===== src/hw/adc_port_regs.svh =====
// timing counts, slot layout and pulse counts of the dual sampling converter serial port
// Contract
// [RULE1] A rising convert strobe samples both channel pairs at one instant and starts a conversion.
//         The code samples and starts only on the first strobe after reset or clock activity.
// [RULE2] Each rising serial clock edge advances the conversion and puts the next result bit out.
// [RULE3] The words sent in a frame are the values sampled at the previous conversion start.
// [RULE4] The serial result output is three-state and is released whenever no result bit is shown.
// [RULE5] Two strobe pulses with the serial clock static put the device into light power-down.
// [RULE6] Four or more strobe pulses with the serial clock static put the device into deep sleep.
// [RULE7] At least one serial clock pulse wakes the device from deep sleep.
// [RULE8] After a wake from deep sleep the host waits about 2 ms for the reference to settle.
// [RULE9] The host keeps at least 45 ns between the 32nd clock rise and the next strobe rise.
// [RULE10] A strobe raised less than 3 ns before a clock rise delays the output data by one clock.
// [RULE11] At full rate the host raises the strobe half a clock period before the clock rise.
// [RULE12] The host captures each result bit on the rising serial clock edge.
// [RULE13] During conversion the serial clock period stays between 19.6 ns and 10000 ns.
// [RULE14] Strobes are spaced no closer than 667 ns, at most 1.5 MHz per channel.
// [RULE15] Results carry 14 bits on the wide variant and 12 bits on the base variant.
// [RULE16] Inputs above full scale read all ones and inputs below zero read all zeros.
// [RULE17] A 32-clock frame sends channel 0 then channel 1, MSB first, idle slots three-state.
`ifndef ADC_PORT_REGS_SVH
`define ADC_PORT_REGS_SVH

`define CORE_CLK_MHZ 200
`define FRAME_SLOTS 32
`define HALF_SLOTS 16
`define LEAD_SLOTS 2
`define RES_WIDE 14
`define RES_BASE 12
`define NAP_PULSES 2
`define SLEEP_PULSES 4
`define REF_SETTLE_MS 2
`define REF_SETTLE_CYCLES (`REF_SETTLE_MS * 1000 * 1000 * `CORE_CLK_MHZ / 1000)
`define ACQ_MIN_NS 45
`define CONVERT_STROBE_SETUP_NS 3
`define SAMPLE_PERIOD_MIN_NS 667
`define SCK_PERIOD_MIN_PS 19600
`define SCK_PERIOD_MAX_NS 10000

`endif


===== src/hw/adc_port_pkg.sv =====
// types shared by the dual sampling converter serial port
package adc_port_pkg;
  typedef enum logic [1:0] {
    PWR_ACTIVE,
    PWR_NAP,
    PWR_SLEEP
  } power_state_e;
endpackage : adc_port_pkg


===== src/hw/dual_sampling_adc_serial_port.sv =====
// conversion, serial readout and power-down control of the two channel converter port
`include "adc_port_regs.svh"

module dual_sampling_adc_serial_port #(
  parameter int RES = `RES_WIDE, // RULE15
  parameter int IN_W = 16,
  parameter int REF_SETTLE_CYCLES = `REF_SETTLE_CYCLES
) (
  input wire logic core_clk,
  input wire logic rst,
  // host pins, both asynchronous to the core clock
  input wire logic convert_strobe,
  input wire logic serial_clk,
  // channel pair levels in LSB units
  input wire logic [IN_W-1:0] first_pair_noninverting,
  input wire logic [IN_W-1:0] first_pair_inverting,
  input wire logic [IN_W-1:0] second_pair_noninverting,
  input wire logic [IN_W-1:0] second_pair_inverting,
  // result pin and status
  output logic serial_result_out,
  output logic serial_result_oe,
  output adc_port_pkg::power_state_e power_state,
  output logic ref_ready
);
  import adc_port_pkg::*;

  localparam logic [5:0] FRAME_END = 6'(`FRAME_SLOTS);
  localparam logic [2:0] NAP_N = 3'(`NAP_PULSES);
  localparam logic [2:0] SLEEP_N = 3'(`SLEEP_PULSES);
  localparam int HALF = `HALF_SLOTS;
  localparam int LEAD = `LEAD_SLOTS;

  // synchronised pin events
  logic convert_strobe_rise;
  logic sck_rise;
  logic sck_fall;
  logic sck_edge;
  logic start_convert_strobe;
  // power and reference state
  logic [2:0] pulses_now;
  logic [2:0] static_q;
  power_state_e pwr_q;
  logic [31:0] settle_q;
  logic ready_q;
  // frame, sample and output state
  logic frame_q;
  logic frame_last;
  logic [5:0] slot_q;
  logic [RES-1:0] held0_q;
  logic [RES-1:0] held1_q;
  logic [RES-1:0] word0_q;
  logic [RES-1:0] word1_q;
  logic sdo_q;
  logic oe_q;
  logic [1:0] slot_now;

  // clamp a differential pair to the code range
  function automatic logic [RES-1:0] saturate(input logic [IN_W-1:0] pos,
                                              input logic [IN_W-1:0] neg);
    logic [IN_W:0] diff;
    diff = {1'b0, pos} - {1'b0, neg};
    if (diff[IN_W]) begin
      return '0; // RULE16
    end else if (diff[IN_W-1:RES] != '0) begin
      return '1; // RULE16
    end
    return diff[RES-1:0];
  endfunction : saturate

  // drive enable and bit for one frame slot: channel 0 in the first half, MSB first
  // words wider than a half minus the lead slots would be cut short
  function automatic logic [1:0] slot_out(input logic [5:0] slot,
                                          input logic [RES-1:0] w0,
                                          input logic [RES-1:0] w1);
    logic [RES-1:0] w;
    int pos;
    w = (slot >= 6'(HALF)) ? w1 : w0;
    pos = int'(slot) % HALF - LEAD;
    if (slot < FRAME_END && pos >= 0 && pos < RES) begin
      return {1'b1, w[RES-1-pos]}; // RULE17
    end
    return 2'b00; // RULE17
  endfunction : slot_out

  pin_sync convert_strobe_sync (
    .clk(core_clk),
    .rst(rst),
    .din(convert_strobe),
    .level(),
    .rise(convert_strobe_rise),
    .fall()
  );

  pin_sync sck_sync (
    .clk(core_clk),
    .rst(rst),
    .din(serial_clk),
    .level(),
    .rise(sck_rise),
    .fall(sck_fall)
  );

  // any clock pin edge, rising or falling, clears the static-clock strobe count
  assign sck_edge = sck_rise || sck_fall;
  // strobe pulses seen with no clock edge between them, this one included
  assign pulses_now = sck_edge ? 3'h1 : static_q + 3'h1;
  // only the first strobe after reset or clock activity starts a conversion
  assign start_convert_strobe = convert_strobe_rise && pulses_now == 3'h1 && (pwr_q == PWR_ACTIVE || sck_rise);
  assign slot_now = slot_out(slot_q, word0_q, word1_q);
  // the rise that finds the last slot already shown ends the frame
  assign frame_last = (slot_q == FRAME_END);

  // static-clock strobe counter, saturating at the sleep count
  always_ff @(posedge core_clk or posedge rst) begin
    if (rst) begin
      static_q <= 3'h0;
    end else if (convert_strobe_rise) begin
      static_q <= (pulses_now > SLEEP_N) ? SLEEP_N : pulses_now;
    end else if (sck_edge) begin
      static_q <= 3'h0;
    end
  end

  // power state: strobes with a quiet clock go down, a clock rise wakes
  always_ff @(posedge core_clk or posedge rst) begin
    if (rst) begin
      pwr_q <= PWR_ACTIVE;
    end else if (convert_strobe_rise && pulses_now >= SLEEP_N) begin
      pwr_q <= PWR_SLEEP; // RULE6
    end else if (convert_strobe_rise && pulses_now == NAP_N) begin
      pwr_q <= PWR_NAP; // RULE5
    end else if (sck_rise) begin
      pwr_q <= PWR_ACTIVE; // RULE7
    end
  end

  // reference settle timer, restarted by each wake from sleep and at reset
  // ref_ready is advisory: conversions still run and may see an unsettled reference
  always_ff @(posedge core_clk or posedge rst) begin
    if (rst) begin
      settle_q <= 32'(REF_SETTLE_CYCLES);
      ready_q <= 1'b0;
    end else if (pwr_q == PWR_SLEEP) begin
      settle_q <= 32'(REF_SETTLE_CYCLES); // RULE8
      ready_q <= 1'b0;
    end else if (settle_q != 32'h0) begin
      settle_q <= settle_q - 32'h1;
      ready_q <= 1'b0;
    end else begin
      ready_q <= 1'b1;
    end
  end

  // sample both pairs together at the conversion start
  always_ff @(posedge core_clk or posedge rst) begin
    if (rst) begin
      held0_q <= '0;
      held1_q <= '0;
    end else if (start_convert_strobe) begin
      held0_q <= saturate(first_pair_noninverting, first_pair_inverting); // RULE1
      held1_q <= saturate(second_pair_noninverting, second_pair_inverting); // RULE1
    end
  end

  // hand the previous sample to the shifter, so a frame always lags one conversion
  always_ff @(posedge core_clk or posedge rst) begin
    if (rst) begin
      word0_q <= '0;
      word1_q <= '0;
    end else if (start_convert_strobe) begin
      word0_q <= held0_q; // RULE3
      word1_q <= held1_q; // RULE3
    end
  end

  // slot counter; a clock rise in the strobe's own cycle is too close and is not counted
  always_ff @(posedge core_clk or posedge rst) begin
    if (rst) begin
      frame_q <= 1'b0;
      slot_q <= 6'h0;
    end else if (start_convert_strobe) begin
      frame_q <= 1'b1; // RULE1
      slot_q <= 6'h0; // RULE10
    end else if (convert_strobe_rise) begin
      frame_q <= 1'b0;
    end else if (sck_rise && frame_q) begin
      slot_q <= slot_q + 6'h1; // RULE2
      if (frame_last) begin
        frame_q <= 1'b0;
      end
    end
  end

  // result bit: one slot per clock rise, parked low outside a frame
  always_ff @(posedge core_clk or posedge rst) begin
    if (rst) begin
      sdo_q <= 1'b0;
    end else if (convert_strobe_rise) begin
      sdo_q <= 1'b0;
    end else if (sck_rise) begin
      sdo_q <= frame_q && slot_now[0]; // RULE2
    end
  end

  // output enable: released at a strobe, outside a frame and in idle slots
  always_ff @(posedge core_clk or posedge rst) begin
    if (rst) begin
      oe_q <= 1'b0;
    end else if (convert_strobe_rise) begin
      oe_q <= 1'b0; // RULE4
    end else if (sck_rise) begin
      oe_q <= frame_q && slot_now[1]; // RULE4
    end
  end

  assign serial_result_out = sdo_q;
  assign serial_result_oe = oe_q;
  assign power_state = pwr_q;
  assign ref_ready = ready_q;
endmodule : dual_sampling_adc_serial_port


===== src/hw/pin_sync.sv =====
// three-stage pin synchroniser with agreement filter and edge pulses
module pin_sync (
  input wire logic clk,
  input wire logic rst,
  input wire logic din,
  output logic level,
  output logic rise,
  output logic fall
);
  logic s1_q;
  logic s2_q;
  logic s3_q;
  logic level_q;
  logic agree;

  // first stage feeds only the second stage
  always_ff @(posedge clk or posedge rst) begin
    if (rst) begin
      s1_q <= 1'b0;
      s2_q <= 1'b0;
      s3_q <= 1'b0;
    end else begin
      s1_q <= din;
      s2_q <= s1_q;
      s3_q <= s2_q;
    end
  end

  assign agree = (s2_q == s3_q);

  // a change counts only once stages two and three agree
  always_ff @(posedge clk or posedge rst) begin
    if (rst) begin
      level_q <= 1'b0;
    end else if (agree) begin
      level_q <= s3_q;
    end
  end

  assign level = level_q;
  assign rise = agree && s3_q && !level_q;
  assign fall = agree && !s3_q && level_q;
endmodule : pin_sync


===== config.mk =====
export PLATFORM = sky130hd
export DESIGN_NAME = dual_sampling_adc_serial_port
export DESIGN_NICKNAME = d
export VERILOG_FILES = /design/src/hw/adc_port_pkg.sv /design/src/hw/dual_sampling_adc_serial_port.sv /design/src/hw/pin_sync.sv
export VERILOG_INCLUDE_DIRS = /design/src /design/src/hw
export SDC_FILE = /design/constraint.sdc
export NUM_CORES = 1
export LEC_CHECK = 0
export BUFFER_PORTS_ARGS = -buffer_cell sky130_fd_sc_hd__buf_2
export CAP_MARGIN = 20
export CELL_PAD_IN_SITES_DETAIL_PLACEMENT = 0
export CELL_PAD_IN_SITES_GLOBAL_PLACEMENT = 1
export CORE_ASPECT_RATIO = 0.9
export CORE_UTILIZATION = 31
export DETAILED_ROUTE_END_ITERATION = 12
export GPL_TIMING_DRIVEN = 0
export HOLD_SLACK_MARGIN = 0.12
export MAX_ROUTING_LAYER = met4
export PLACE_DENSITY = 0.56
export SLEW_MARGIN = 20
export SYNTH_ARGS = -nofsm -noshare
export SYNTH_HDL_FRONTEND = slang
export SYNTH_SLANG_ARGS = --single-unit

===== constraint.sdc =====
create_clock -name core_clk -period 7.9 [get_ports core_clk]
set_input_delay 0 -clock core_clk [delete_from_list [all_inputs] [get_ports core_clk]]
set_output_delay 0 -clock core_clk [all_outputs]
set_load 0.01 [all_outputs]

==> flow_summary.ini <==
[clock_network]
cts_resized = 0
cts_tree = yes
clkSlewWorstSetupHoldPaths_ns = 0.08
postCtsSetupBuffers = 0
cts_buffer_depth = 2
cts_buffers = 9
clock_sinks = 111
root_buffer = clkbuf_16
htree_num_levels = 3
insertion_delay_ns = 0.35

[timing]
rsz0062_at_grt = no
fin_skew_ns = 0.00926
fmax_ghz = 0.322
setup_viol = 0
hold_viol = 0
fin_tns_setup_ns = 0
period_share_pct = 39.3
fin_crit_ns = 3.10
slew_violations = 0
timing.final.ws_setup_ns = 4.80
tightest_slew_ns = 0.623
max_slew_margin_pct = 58.3

[synthesis]
avgSynthCellArea_um2 = 9.12
synth_seq_cells = 111
synth-async-reset-ratio_pct = 100
synth.area.top_cells = dfrtp_1 (39%), ha_1 (7.7%), nand2_1 (7.6%), xnor2_1 (5.4%), nor2_1 (3.2%)
syn_area_um2 = 6800
syn_nets = 857
synth_top_area_cell = dfrtp_1
synth_top_area_share_pct = 38.7
synth.distinct_cells = 59
ys.flop_type = dfrtp_1
yosys_warnings = 0
ys_seq_area_share_pct = 41.0
netlist_instances = 745
synth_edf_count = 0

[worst_setup_path]
timing.rr.start = sck_sync.s2_q
reg2reg_to = held0_q[13]
critical-path-top-delay-family = compound AO/OA/AOI/OAI gates
cp-start-kind = input pin
cp.arrival_ns = 3.31
crit_chain = dlygate4sd3_1 -> buf_2 -> ha_1 -> fa_1 -> nor2b_1 -> o31a_1 -> o21ai_0 -> nand2_1 -> a221oi_1 -> a2bb2oi_1 -> clkbuf_1 -> a22oi_1
path_buf_inv = 3
critPathRequiredTime_ns = 8.11
ff2ff_path_depth = 11
path_class = input pin to flip-flop
max_stage_delay_ns = 0.52
critPathSlowestCell = dlygate4sd3_1
critical_path_peak_fanout = 10
endpoint_kind = flip-flop
reg2reg_slack_ns = 4.92

[die]
io_pins = 73
fp-row-count = 51
die_h_um = 142
die_x_um = 158
start_util_pct = 31.5
core_area_um2 = 21600
dieArea_um2 = 22500

[global_route]
grt_max_degree = 64
grt_pass1_wl_um = 26600
grt_pass1_vias = 5383
grtUsageTotal_pct = 15.2
antenna_found_initial = 0
grt-ovfl-total = 0

[place]
gp_congestion = 0.817
hpwl_um = 11800
place_ws_ns = 4.87
portBuffers = 72

[run]
maxCapViolCount = 0

[pwr]
p_clk_share_pct = 21.9
powerDensity_nw_per_um2 = 265
pwr-share-seq_pct = 45.6
switching_power_uw = 718
internal_power_mw = 1.38
max-vdd-ir-drop_v = 0.000116
p_comb_share_pct = 32.6
switching_share_pct = 34.3
p_leak_nw = 3.70

[detailed_routing]
routed_wl_um = 15500
initialDrtViolationCount = 293
drtPass1Iterations = 8
via_per_inst = 4.80
wl_per_cell_um = 13.7
vias = 5428
drc = 2
final_antenna_net_count = 0

[finish]
drive_gt1_share_pct = 16.6
n_antenna_cell = 0
final_common_cell = nand2_1
nets = 946
mostFrequentLayoutCells = nand2_1 (138), dfrtp_1 (105), buf_2 (72), nor2_1 (58), inv_1 (45)
area_delta_synth_final_pct = 16.2

[run_status]
violations = design-rule violations
outcome = finished with violations

[worst_hold_path]
holdCritPathClass = input pin to flip-flop
hold_path_startpoint = first_pair_noninverting[0]
hold_end = held0_q[0]
holdPathStages = 5
-- layout make-up --
cell class / count / area [um2]
Tap cell: 291 / 364
Fill cell: 2243 / 13700
Clock inverter: 7 / 71.3
Clock buffer: 9 / 225
Timing Repair Buffer: 78 / 438
Inverter: 46 / 178
Buffer: 30 / 139
Multi-Input combinational cell: 558 / 3700
Sequential cell: 111 / 2790
-- logic make-up after synthesis --
family / after synthesis / share of synthesized area [%]
AOI/OAI and AO/OA: 144 / 14.4
xor gates and xnor gates: 56 / 7.22
adders and majority gates: 44 / 8.32
buffers and inverters: 76 / 4.58
DFF: 111 / 41.0
muxes: 11 / 3.13
and+or+nand+nor: 303 / 21.3
-- cells in the mapped netlist (all sizes together), types with 5 or more instances --
| master | number |
|---|---|
| nor3 | 20 |
| o21a | 6 |
| a211oi | 14 |
| ha | 42 |
| o21ai | 36 |
| xnor2 | 42 |
| or4 | 6 |
| nor2b | 9 |
| nand3 | 12 |
| nor4 | 13 |
| a21oi | 34 |
| xor2 | 14 |
| buf | 9 |
| or3 | 8 |
| mux4 | 8 |
| and3 | 6 |
| o211ai | 6 |
| nand2b | 11 |
| nand2 | 138 |
| dfrtp | 105 |
| nor2 | 58 |
| nand4 | 5 |
| nand3b | 6 |
| dfstp | 6 |
| clkbuf | 21 |
| inv | 46 |
| a21o | 6 |
| o221a | 14 |
-- flip-flops by register name (all words and copies together) (netlist names), 2 cells and up --
| signal | flops |
|---|---|
| power_state | 2 |
| word1_q | 14 |
| held0_q | 14 |
| word0_q | 14 |
| held1_q | 14 |
| static_q | 3 |
| settle_q | 32 |
| slot_q | 6 |
-- power by group through the flow --
stage	registers [mW]	logic (mW)	clock network, mW
after floorplan	0.910	0.548	0
after global placement	0.961	0.668	0
after detailed placement	0.967	0.684	0
after CTS	0.958	0.690	0.478
after global routing	0.983	0.782	0.500
final	0.955	0.682	0.458
-- worst max-delay path by stage --
stage	start	to	cells past startpoint
2_1_floorplan	rst	convert_strobe_sync.level	1
3_3_place_gp	rst	held0_q[2]	2
3_5_place_dp	first_pair_noninverting[0]	held0_q[13]	12
4_1_cts	first_pair_inverting[0]	held0_q[13]	12
5_1_grt	first_pair_inverting[0]	held0_q[8]	12
6_report	first_pair_inverting[0]	held0_q[13]	12
-- layer usage --
metal	routed length, um	up-vias	GRT usage (%)
met2	6830	70	22.3
met5	0	-	-
met3	463	8	2.92
met4	98	0	2.88
li1	-	2756	-
met1	8120	2594	21.7
-- repair_timing --
| action | in CTS | in global routing |
|---|---|---|
| setup endpoints to repair | 0 | 0 |
| hold endpoints to repair | 80 | 0 |
| hold buffers | 5 | 0 |
-- worst register-to-register path, delay by kind of cell (launching register included) --
| family | cells | cell delay [ns] |
|---|---|---|
| compound gates | 2 | 0.59 |
| fa+ha+maj | 1 | 0.18 |
| buf+inv | 3 | 0.97 |
| flops | 1 | 0.41 |
| simple gates | 5 | 0.69 |
-- through the flow --
stage               std cells  utilization [%]  cell area [um2]  power (mW)  hold WS, ns
floorplan                 745                -             6800        1.46       0.0314
global placement         1108             34.9             7520        1.63        0.113
detailed placement       1109             35.0             7550        1.65       0.0723
CTS                      1130             36.6             7900        2.13        0.133
global route             1130             36.6             7900        2.27        0.172
finish                   1130             36.6             7900        2.10        0.135
Note: power is estimated with default switching activity, not from simulation.
